### src/logic/pump_ctl_pkg.sv
package pump_ctl_pkg;
  localparam logic [7:0] OFF_CTRL = 8'h00;
  localparam logic [7:0] OFF_COMM = 8'h04;
  localparam logic [7:0] OFF_PORT1 = 8'h08;
  localparam logic [7:0] OFF_PORT2 = 8'h0c;
  localparam logic [7:0] OFF_DISP = 8'h10;
  localparam logic [7:0] OFF_SUCK = 8'h14;
  localparam logic [7:0] OFF_FILL = 8'h18;
  localparam logic [7:0] OFF_VENT = 8'h1c;
  localparam logic [7:0] OFF_COMP = 8'h20;
  localparam logic [7:0] OFF_ERROR = 8'h24;
  localparam logic [7:0] OFF_STALL = 8'h28;
  localparam logic [7:0] OFF_VALVE = 8'h2c;
  localparam logic [7:0] OFF_STATUS = 8'h30;
  localparam int CTRL_CAL = 0;
  localparam int CTRL_DISP = 1;
  localparam int CTRL_FILL = 2;
  localparam int CTRL_QUIT = 3;
  localparam int CTRL_CLEAR = 4;
  localparam int CTRL_SAVE = 5;
  localparam int PF_ACT = 8;
  localparam int PF_SRC = 12;
  localparam int PF_PRES = 16;
  localparam int CM_PARTY = 2;
  localparam int CM_PEND = 3;
  localparam logic [4:0] SIG_RESET = 5'h0b;
  localparam logic [4:0] SIG_GENERAL = 5'h10;
  localparam logic [4:0] SIG_MOVING = 5'h11;
  localparam logic [4:0] SIG_ERROR = 5'h12;
  localparam logic [4:0] SIG_STALL = 5'h13;
  localparam logic [7:0] CH_LF = 8'h0a;
  localparam logic [7:0] CH_CR = 8'h0d;
  localparam logic [7:0] CH_STAR = 8'h2a;
  localparam logic [7:0] NAME_DEFAULT = 8'h21;
  localparam logic [15:0] SUCK_DEFAULT = 16'h032d;
  localparam logic [5:0] REFILLS_PER_SAVE = 6'h32;
  localparam logic [17:0] CAL_STROKE = 18'h0_bb80;
  localparam logic [1:0] RESP_OKAY = 2'h0;
  localparam logic [1:0] RESP_SLVERR = 2'h2;

  typedef struct packed {
    logic awvalid;
    logic [7:0] awaddr;
    logic wvalid;
    logic [31:0] wdata;
    logic [3:0] wstrb;
    logic bready;
    logic arvalid;
    logic [7:0] araddr;
    logic rready;
  } axi_req_t;

  typedef struct packed {
    logic awready;
    logic wready;
    logic bvalid;
    logic [1:0] bresp;
    logic arready;
    logic rvalid;
    logic [31:0] rdata;
    logic [1:0] rresp;
  } axi_rsp_t;

  typedef struct packed {
    logic valid;
    logic out_dir;
    logic [17:0] steps;
  } motor_cmd_t;

  typedef struct packed {
    logic done;
    logic moving;
    logic stall;
  } motor_sts_t;

  typedef struct packed {
    logic [4:0] sig;
    logic act_high;
    logic source;
  } port_cfg_t;

  typedef struct packed {
    port_cfg_t [1:0] port;
    logic [1:0] echo;
    logic [7:0] name;
    logic party;
    logic [15:0] suck;
    logic [15:0] ra;
    logic [15:0] vt;
    logic [15:0] ci;
  } nv_t;

  localparam port_cfg_t PORT_DEFAULT = '{sig: SIG_GENERAL, act_high: 1'b0,
                                         source: 1'b0};
  localparam nv_t NV_DEFAULT = '{port: {PORT_DEFAULT, PORT_DEFAULT},
    echo: 2'h0, name: NAME_DEFAULT, party: 1'b0, suck: SUCK_DEFAULT,
    ra: 16'h0000, vt: 16'h0000, ci: 16'h0000};

  typedef enum logic [3:0] {
    A_IDLE, A_CAL_HOME, A_CAL_BACK, A_DISP, A_SUCK,
    A_FILL, A_VENT, A_COMP, A_QUIT
  } act_t;
endpackage

### src/logic/pump_io_config_and_action_dispatch.sv
module pump_io_config_and_action_dispatch (
  input wire logic core_clk, // system clock
  input wire logic reset_n, // async reset
  input wire pump_ctl_pkg::axi_req_t axi_req, // axi4-lite master side
  output pump_ctl_pkg::axi_rsp_t axi_rsp, // axi4-lite slave side
  input wire logic rx_valid, // received byte strobe
  input wire logic [7:0] rx_byte, // received byte
  input wire logic [1:0] dio_in, // digital port pins
  input wire logic six_port_variant, // strap pin
  input wire pump_ctl_pkg::motor_sts_t motor_sts, // motor status
  input wire logic err_event, // error raised
  input wire logic [7:0] err_code, // raised error code
  output pump_ctl_pkg::motor_cmd_t motor_cmd, // move request
  output logic [1:0] dio_out, // port output level
  output logic [1:0] dio_oe, // port driven
  output logic [1:0] dio_source, // port stage sourcing
  output logic [2:0] valve_sel, // open valve, 0 all closed
  output logic line_ok, // addressed line accepted
  output logic line_drop, // line ignored
  output logic echo_enable, // echo received text
  output logic prompt_enable, // send prompt characters
  output logic save_req, // store settings pulse
  output logic restart_pulse // restart indication
);
  import pump_ctl_pkg::*;

  typedef struct packed {
    axi_rsp_t rsp;
    logic aw_got;
    logic w_got;
    logic [7:0] awaddr;
    logic [31:0] wdata;
    logic [3:0] wstrb;
    nv_t nv;
    nv_t saved;
    logic party_pend;
    logic [15:0] disp;
    logic [7:0] err_code;
    logic err_flag;
    logic stall;
    logic [2:0] valve;
    act_t act;
    logic issued;
    motor_cmd_t cmd;
    logic [5:0] refill_cnt;
    logic cfg_reject;
    logic [7:0] line_len;
    logic addr_ok;
    logic [1:0] din_s1;
    logic [1:0] din_s2;
    logic [1:0] din_s3;
    logic six_s1;
    logic six_s2;
    logic [1:0] dio_out;
    logic [1:0] dio_oe;
    logic [1:0] dio_source;
    logic line_ok;
    logic line_drop;
    logic echo_en;
    logic prompt_en;
    logic save_req;
    logic restart;
  } st_t;

  st_t st;
  st_t next_st;
  logic wr_fire;
  logic [31:0] wd;
  logic [32:0] rd;
  logic cal_go, disp_go, fill_go, quit_go, clr_go, save_go;
  logic restart_go;
  logic [17:0] fill_total;
  logic [17:0] mv_steps;
  logic mv_out;
  act_t mv_next;
  logic [1:0] flag;

  function automatic logic [32:0] rd_word(st_t s, logic [7:0] a);
    logic [31:0] d;
    logic ok;
    d = 32'h0000_0000;
    ok = 1'b1;
    unique case (a)
      OFF_CTRL: d = 32'h0000_0000;
      OFF_COMM: begin
        d[1:0] = s.nv.echo;
        d[CM_PARTY] = s.nv.party;
        d[CM_PEND] = s.party_pend;
        d[15:8] = s.nv.name;
      end
      OFF_PORT1, OFF_PORT2: begin
        d[4:0] = s.nv.port[a == OFF_PORT2].sig;
        d[PF_ACT] = s.nv.port[a == OFF_PORT2].act_high;
        d[PF_SRC] = s.nv.port[a == OFF_PORT2].source;
        d[PF_PRES+:3] = 3'h7;
      end
      OFF_DISP: d[15:0] = s.disp;
      OFF_SUCK: d[15:0] = s.nv.suck;
      OFF_FILL: d[15:0] = s.nv.ra;
      OFF_VENT: d[15:0] = s.nv.vt;
      OFF_COMP: d[15:0] = s.nv.ci;
      OFF_ERROR: d[8:0] = {s.err_flag, s.err_code};
      OFF_STALL: d[0] = s.stall;
      OFF_VALVE: d[2:0] = s.valve;
      OFF_STATUS: d[12:0] = {s.six_s2, s.refill_cnt, s.cfg_reject,
                             s.issued, s.act};
      default: ok = 1'b0;
    endcase
    return {ok, d};
  endfunction

  // all three fields present and a listed signal type
  function automatic logic cfg_ok(logic [31:0] d);
    return (d[PF_PRES+:3] == 3'h7) && (d[4:0] == SIG_RESET ||
      d[4:0] == SIG_GENERAL || d[4:0] == SIG_MOVING ||
      d[4:0] == SIG_ERROR || d[4:0] == SIG_STALL);
  endfunction

  function automatic port_cfg_t to_cfg(logic [31:0] d);
    return '{sig: d[4:0], act_high: d[PF_ACT], source: d[PF_SRC]};
  endfunction

  function automatic logic pin_active(port_cfg_t c, logic lvl);
    return c.act_high ? lvl : ~lvl;
  endfunction

  assign fill_total = 18'(st.nv.ra) + 18'(st.nv.vt) + 18'(st.nv.ci);
  assign wr_fire = st.aw_got && st.w_got && !st.rsp.bvalid;

  always_comb begin
    next_st = st;
    next_st.cmd.valid = 1'b0;
    next_st.line_ok = 1'b0;
    next_st.line_drop = 1'b0;
    next_st.save_req = 1'b0;
    next_st.restart = 1'b0;
    next_st.din_s1 = dio_in;
    next_st.din_s2 = st.din_s1;
    next_st.din_s3 = st.din_s2;
    next_st.six_s1 = six_port_variant;
    next_st.six_s2 = st.six_s1;
    {cal_go, disp_go, fill_go, quit_go, clr_go, save_go} = 6'h00;
    mv_steps = 18'h0_0000;
    mv_out = 1'b0;
    mv_next = A_IDLE;
    flag = 2'h0;
    restart_go = 1'b0;
    wd = 32'h0000_0000;
    rd = 33'h0_0000_0000;

    if (axi_req.awvalid && st.rsp.awready) begin
      next_st.aw_got = 1'b1;
      next_st.awaddr = axi_req.awaddr;
    end
    if (axi_req.wvalid && st.rsp.wready) begin
      next_st.w_got = 1'b1;
      next_st.wdata = axi_req.wdata;
      next_st.wstrb = axi_req.wstrb;
    end
    if (st.rsp.bvalid && axi_req.bready) begin
      next_st.rsp.bvalid = 1'b0;
    end
    if (st.rsp.rvalid && axi_req.rready) begin
      next_st.rsp.rvalid = 1'b0;
    end

    if (st.stall || motor_sts.stall) begin
      next_st.stall = 1'b1;
    end

    if (wr_fire) begin
      next_st.aw_got = 1'b0;
      next_st.w_got = 1'b0;
      next_st.rsp.bvalid = 1'b1;
      rd = rd_word(st, st.awaddr);
      next_st.rsp.bresp = rd[32] ? RESP_OKAY : RESP_SLVERR;
      for (int b = 0; b < 4; b++) begin
        wd[b*8+:8] = st.wstrb[b] ? st.wdata[b*8+:8] : rd[b*8+:8];
      end
      unique case (st.awaddr)
        OFF_CTRL: begin
          {save_go, clr_go, quit_go, fill_go, disp_go, cal_go} = wd[5:0];
        end
        OFF_COMM: begin
          next_st.nv.echo = wd[1:0];
          next_st.nv.name = wd[15:8];
          if (!wd[CM_PARTY]) begin
            next_st.nv.party = 1'b0;
            next_st.party_pend = 1'b0;
          end else if (!st.nv.party) begin
            next_st.party_pend = 1'b1;
          end
        end
        OFF_PORT1: begin
          if (cfg_ok(wd)) begin
            next_st.nv.port[0] = to_cfg(wd);
          end else begin
            next_st.cfg_reject = 1'b1;
          end
        end
        OFF_PORT2: begin
          if (cfg_ok(wd) && !st.six_s2) begin
            next_st.nv.port[1] = to_cfg(wd);
          end else begin
            next_st.cfg_reject = 1'b1;
          end
        end
        OFF_DISP: next_st.disp = wd[15:0];
        OFF_SUCK: next_st.nv.suck = wd[15:0];
        OFF_FILL: next_st.nv.ra = wd[15:0];
        OFF_VENT: next_st.nv.vt = wd[15:0];
        OFF_COMP: next_st.nv.ci = wd[15:0];
        OFF_ERROR: begin
          next_st.err_code = wd[7:0];
          next_st.err_flag = wd[7:0] != 8'h00;
        end
        OFF_STALL: next_st.stall = wd[0] || motor_sts.stall;
        OFF_VALVE: begin
          if (st.act == A_IDLE) begin
            next_st.valve = wd[2:0];
          end
        end
        default: ;
      endcase
    end

    if (axi_req.arvalid && st.rsp.arready) begin
      rd = rd_word(st, axi_req.araddr);
      next_st.rsp.rvalid = 1'b1;
      next_st.rsp.rdata = rd[31:0];
      next_st.rsp.rresp = rd[32] ? RESP_OKAY : RESP_SLVERR;
      if (axi_req.araddr == OFF_ERROR) begin
        next_st.err_flag = 1'b0;
      end
    end

    if (clr_go) begin
      next_st.err_code = 8'h00;
      next_st.err_flag = 1'b0;
      next_st.stall = motor_sts.stall;
      next_st.cfg_reject = 1'b0;
    end
    // a new error outranks any clear in the same cycle except a restart
    if (err_event && err_code != 8'h00) begin
      next_st.err_code = err_code;
      next_st.err_flag = 1'b1;
    end

    if (save_go && st.act == A_IDLE) begin
      next_st.saved = st.nv;
      next_st.save_req = 1'b1;
    end

    unique case (st.act)
      A_IDLE: begin
        if (cal_go) begin
          next_st.act = A_CAL_HOME;
        end else if (disp_go && st.disp != 16'h0000) begin
          next_st.act = A_DISP;
        end else if (fill_go) begin
          next_st.act = A_FILL;
        end
      end
      A_CAL_HOME: begin
        mv_steps = CAL_STROKE;
        mv_out = 1'b1;
        mv_next = A_CAL_BACK;
      end
      A_CAL_BACK: begin
        mv_steps = 18'(st.nv.suck);
        mv_next = A_IDLE;
      end
      A_DISP: begin
        mv_steps = 18'(st.disp);
        mv_out = 1'b1;
        mv_next = A_SUCK;
      end
      A_SUCK: begin
        mv_steps = 18'(st.nv.suck);
        mv_next = A_IDLE;
      end
      A_FILL: begin
        mv_steps = fill_total;
        mv_next = A_VENT;
      end
      A_VENT: begin
        mv_steps = 18'(st.nv.vt);
        mv_out = 1'b1;
        mv_next = A_COMP;
      end
      A_COMP: begin
        mv_steps = 18'(st.nv.ci);
        mv_out = 1'b1;
        mv_next = A_IDLE;
      end
      A_QUIT: begin
        if (!motor_sts.moving) begin
          next_st.act = A_IDLE;
        end
      end
    endcase

    if (st.act != A_IDLE && st.act != A_QUIT) begin
      if (!st.issued && mv_steps != 18'h0_0000) begin
        next_st.cmd = '{valid: 1'b1, out_dir: mv_out, steps: mv_steps};
        next_st.issued = 1'b1;
      end else if (!st.issued || motor_sts.done) begin
        next_st.issued = 1'b0;
        next_st.act = mv_next;
        if (st.act == A_SUCK) begin
          next_st.disp = 16'h0000;
        end
        if (st.act == A_COMP) begin
          if (st.refill_cnt == REFILLS_PER_SAVE - 6'h01) begin
            next_st.refill_cnt = 6'h00;
            next_st.saved = st.nv;
            next_st.save_req = 1'b1;
          end else begin
            next_st.refill_cnt = st.refill_cnt + 6'h01;
          end
        end
      end
    end

    // quit waits for the motor instead of cutting a move short
    if (quit_go && st.act != A_IDLE) begin
      next_st.issued = 1'b0;
      next_st.act = motor_sts.moving ? A_QUIT : A_IDLE;
    end

    if (rx_valid) begin
      if (rx_byte == CH_LF || rx_byte == CH_CR) begin
        next_st.line_len = 8'h00;
        if (st.line_len == 8'h00) begin
          if (rx_byte == CH_LF && st.party_pend) begin
            next_st.nv.party = 1'b1;
            next_st.party_pend = 1'b0;
          end
        end else if (!st.nv.party || (rx_byte == CH_LF && st.addr_ok)) begin
          next_st.line_ok = 1'b1;
        end else begin
          next_st.line_drop = 1'b1;
        end
      end else begin
        if (st.line_len == 8'h00) begin
          next_st.addr_ok = rx_byte == st.nv.name || rx_byte == CH_STAR;
        end
        if (st.line_len != 8'hff) begin
          next_st.line_len = st.line_len + 8'h01;
        end
      end
    end

    for (int i = 0; i < 2; i++) begin
      unique case (st.nv.port[i].sig)
        SIG_MOVING: flag[i] = motor_sts.moving;
        SIG_ERROR: flag[i] = st.err_flag;
        SIG_STALL: flag[i] = st.stall;
        default: flag[i] = 1'b0;
      endcase
      next_st.dio_out[i] = pin_active(st.nv.port[i], flag[i]);
      next_st.dio_oe[i] = (st.nv.port[i].sig == SIG_MOVING ||
        st.nv.port[i].sig == SIG_ERROR || st.nv.port[i].sig == SIG_STALL)
        && !(i == 1 && st.six_s2);
      next_st.dio_source[i] = st.nv.port[i].source;
      if (st.nv.port[i].sig == SIG_RESET &&
          pin_active(st.nv.port[i], st.din_s2[i]) &&
          !pin_active(st.nv.port[i], st.din_s3[i])) begin
        restart_go = 1'b1;
      end
    end
    next_st.echo_en = st.nv.echo != 2'h1 && st.nv.echo != 2'h2;
    next_st.prompt_en = st.nv.echo == 2'h0;

    if (restart_go) begin
      next_st.nv = st.saved;
      next_st.act = A_CAL_HOME;
      next_st.issued = 1'b0;
      next_st.disp = 16'h0000;
      next_st.err_code = 8'h00;
      next_st.err_flag = 1'b0;
      next_st.stall = 1'b0;
      next_st.valve = 3'h0;
      next_st.party_pend = 1'b0;
      next_st.line_len = 8'h00;
      next_st.restart = 1'b1;
    end

    next_st.rsp.awready = !next_st.aw_got && !next_st.rsp.bvalid;
    next_st.rsp.wready = !next_st.w_got && !next_st.rsp.bvalid;
    next_st.rsp.arready = !next_st.rsp.rvalid;
  end

  always_ff @(posedge core_clk or negedge reset_n) begin
    if (!reset_n) begin
      st <= '0;
      st.nv <= NV_DEFAULT;
      st.saved <= NV_DEFAULT;
      st.act <= A_CAL_HOME;
    end else begin
      st <= next_st;
    end
  end

  assign axi_rsp = st.rsp;
  assign motor_cmd = st.cmd;
  assign dio_out = st.dio_out;
  assign dio_oe = st.dio_oe;
  assign dio_source = st.dio_source;
  assign valve_sel = st.valve;
  assign line_ok = st.line_ok;
  assign line_drop = st.line_drop;
  assign echo_enable = st.echo_en;
  assign prompt_enable = st.prompt_en;
  assign save_req = st.save_req;
  assign restart_pulse = st.restart;
endmodule

### config.mk
export PLATFORM = sky130hd
export DESIGN_NAME = pump_io_config_and_action_dispatch
export DESIGN_NICKNAME = d
export VERILOG_FILES = /design/src/logic/pump_ctl_pkg.sv /design/src/logic/pump_io_config_and_action_dispatch.sv
export SDC_FILE = /design/constraint.sdc
export NUM_CORES = 1
export LEC_CHECK = 0
export BUFFER_PORTS_ARGS = -buffer_cell sky130_fd_sc_hd__buf_2
export CORE_UTILIZATION = 40
export DETAILED_ROUTE_END_ITERATION = 10
export RECOVER_POWER = 25
export SLEW_MARGIN = 25
export SYNTH_ARGS = -nofsm -noshare
export SYNTH_HDL_FRONTEND = slang
export SYNTH_SLANG_ARGS = --single-unit
### constraint.sdc
create_clock -name core_clk -period 4.2 [get_ports core_clk]
set_clock_uncertainty 0.1 [all_clocks]
set_input_delay 0.21 -clock core_clk [delete_from_list [all_inputs] [get_ports core_clk]]
set_output_delay 0.21 -clock core_clk [all_outputs]
set_load 0.05 [all_outputs]
==> parameters.txt <==
Parameter                              Value

Detailed routing
  Final routed wirelength across all metal layers    65.8 mm
  First-pass iteration count of the detailed router    11
  Iter 0 DRT Violations    2,022
  Routed length per placed instance    24.3 µm
  Remaining antenna violation count after routing    0
  Drt drc    0
  Via count    16,100
  Via-to-Cell Ratio    5.94

Synthesis
  Cell Area, Synth    18,100 µm²
  Synthesized area divided by synthesized cell count    9.81 µm²
  Library cells used by synthesis    85
  Count of mapped cells out of synthesis    1,847
  Register bit total from synthesis    325
  Most frequently used flop master after synthesis    dfrtp_1
  Post-synthesis sequential area ratio    45.0%
  Share of the synthesized area in the top cell type    42.0%
  Number of flops mapped to enable cells by yosys    0
  Largest cells by area after synthesis    dfrtp_1, mux2_2, nand2_1
  Cell type contributing the most total cell area after synthesis    dfrtp_1
  Yosys Warn Count    0
  Asr flop ratio synth    100%
  Commonest cells post-synth    dfrtp_1, nand2_1, nor2_1
  Count leader, synth    dfrtp_1

Timing
  Worst hold margin    0.0865 ns
  Post-layout minimum cycle time    4.34 ns
  Highest achievable clock rate    230 MHz
  RSZ-0062 raised after global routing    yes
  Period Utilization, post-route    103%
  Worst-Margin Slew    2.34 ns
  Final Max Tran Viols    97
  Final setup violation count    89
  Worst Slack Setup Final    -0.145 ns
  Final-report hold violation count    0
  Worst slew margin relative to its limit    -56.3%

Run status
  Outcome    complete, but fails checks
  Violations in the final reports    capacitance limit, slew limit, setup timing

Clocking
  Cts bufs inserted    39
  CTS H-tree depth    2
  Maximum clock insertion buffer count    3
  Clock transition at the register clock pins on the worst setup and hold paths after CTS    0.06 ns
  CTS sink cnt    325
  Skew-Pair Late Insertion Delay    0.58 ns
  TritonCTS clock tree    built
  Root buffer cell    clkbuf_16

Finish
  Count of nets after finishing    2,202
  Count of non-filler cells in the finished layout    2,707
  Area Overhead vs Synth    22.5%
  Fillers    4,094
  Share of post-route cells with drive strength above 1    26.8%

GRT
  Largest net degree at the start of global routing    167
  Combined global-route utilization of all metal layers    28.5%
  Number of antenna violations at the first check in global routing    5
  Global-route wire length before repair    99.6 mm
  Via count of the first global-routing pass    15,900
  Total grt overflow    0

Power and ir drop
  Max VDD drop    0.000315 V
  Pleak    10.1 nW
  Power consumption    12.0 mW
  Power density normalized to cell area    539 nW/µm²

Setup path
  Startpoint class of the critical path    flip-flop
  Critical path arrival    4.70 ns
  Endpoint kind of the worst setup timing path    flip-flop
  Required time of the worst setup path    4.55 ns
  Largest fanout on the critical path    19
  Crit Path Class    flip-flop to flip-flop

Floorplan
  Initial core utilization    40.8%
  Die Area    46,200 µm²
  Number of placed I/O pins    159
  Horizontal die dimension    215 µm
  Area of the placeable core    44,400 µm²
  Vert. Die Dim    215 µm
  Number of rows created at floorplan    77

Run
  Max-cap viol count    1

Placement
  IO buf count    129
  Sum of net half-perimeters after detailed placement    48.2 mm
  Placed Instances    2,573
  Final weighted congestion in routability-driven placement    0.943

Worst hold path
  Path category of the worst min-delay check    input pin to flip-flop
==> critical path, cell delays in order (launching register included) <==
cell and delay (ns):
dfrtp_1 0.36, inv_2 0.05, fa_1 0.55, inv_2 0.05, ha_4 0.16, fa_2 0.41
mux2_4 0.28, and3_4 0.18, a221oi_4 0.19, nand4_1 0.15, nor4_1 0.27, and4_1 0.26
nand4_1 0.17, o41ai_4 0.29, buf_12 0.21, buf_12 0.18, mux2_2 0.36
==> final timing paths <==
path,slack (ns),from,cells after the start,to
min in group asynchronous,0.78,reset_n,2,next_st[17]
setup / recovery,-0.14,st[181],16,st[93]
setup reg to reg,-0.14,st[181],16,st[93]
hold / removal,0.09,rx_byte[1],4,st[20]
hold reg to reg,0.25,next_st[16],0,next_st[14]
max in group asynchronous,0.52,reset_n,3,motor_cmd[8]
==> report_power, final <==
group	internal (mW)	switching (mW)	leakage (nW)
clock	2.12	1.42	0.647
sequential	3.60	0.550	4.23
combinational	1.56	2.72	5.17
==> registers in the layout, summed over array words and instances (netlist names) <==
signal / cells
axi_rsp: 24
dio_oe: 2
dio_out: 2
dio_source: 2
echo_enable: 1
line_drop: 1
line_ok: 1
motor_cmd: 20
next_st: 7
prompt_enable: 1
restart_pulse: 1
save_req: 1
st: 259
valve_sel: 3
==> cells by family (layout without fill, tap and decap cells) <==
logic type	Yosys count	after routing	synth area share, %
AO/OA/AOI/OAI	474	474	17.4
XOR/XNOR	14	14	0.677
adder cells (fa/ha/maj)	37	37	3.26
buffers and inverters	219	471	6.33
flip-flops	325	325	45.0
multiplexers	212	212	12.7
other	1	17	0.0207
AND/OR/NAND/NOR	565	565	14.6
==> cell usage in the layout (no fill, tap or decap), types with 24 or more instances in the layout <==
master	instances
nand2_1	211
dlygate4sd3_1	58
dfrtp_1	304
nand3_1	33
a222oi_1	37
nor2_1	152
buf_4	157
o21ai_0	129
clkbuf_16	39
mux2i_1	72
nor3_1	24
clkbuf_1	32
a22oi_1	28
inv_1	32
buf_2	114
a21oi_1	104
mux2_2	117
==> repair_timing <==
action | 4_1_cts | 5_1_grt
hold buffers | 58 | 0
pin swaps | 2 | 16
endpoints found under the setup margin | 111 | 124
buffers inserted | 0 | 2
hold endpoints to repair | 149 | 0
gates resized for setup | 17 | 49
==> final cells by class <==
| type | count | area [µm²] | area share (%) |
|---|---|---|---|
| Antenna cell | 2 | 5.00 | 0.0225 |
| Tap cell | 592 | 741 | 3.34 |
| Timing Repair Buffer | 364 | 2640 | 11.9 |
| Multi-Input combinational cell | 1317 | 9190 | 41.4 |
| Sequential cell | 325 | 8160 | 36.8 |
| Inverter | 35 | 131 | 0.592 |
| Clock buffer | 59 | 1120 | 5.05 |
| Clock inverter | 13 | 213 | 0.958 |
==> metrics by stage <==
stage	instance area [µm²]	worst slack, ns	TNS (ns)	util (%)
after floorplan	18200	-0.0116	-0.104	-
after global placement	20000	-0.125	-9.18	45.1
after detailed placement	20000	-0.189	-14.74	45.1
after CTS	22000	-0.135	-8.57	49.6
after global routing	22200	-0.338	-30.94	50.0
final	22200	-0.145	-9.51	50.0
==> routing by layer <==
layer / wire [µm] / vias up / global-route usage [%]
li1: - / 7148 / -
met4: 2190 / 6 / 10.7
met5: 42 / - / 0
met1: 28100 / 7937 / 39.6
met2: 28900 / 833 / 42.6
met3: 6640 / 153 / 7.08
(Power assumes the default switching activity.)
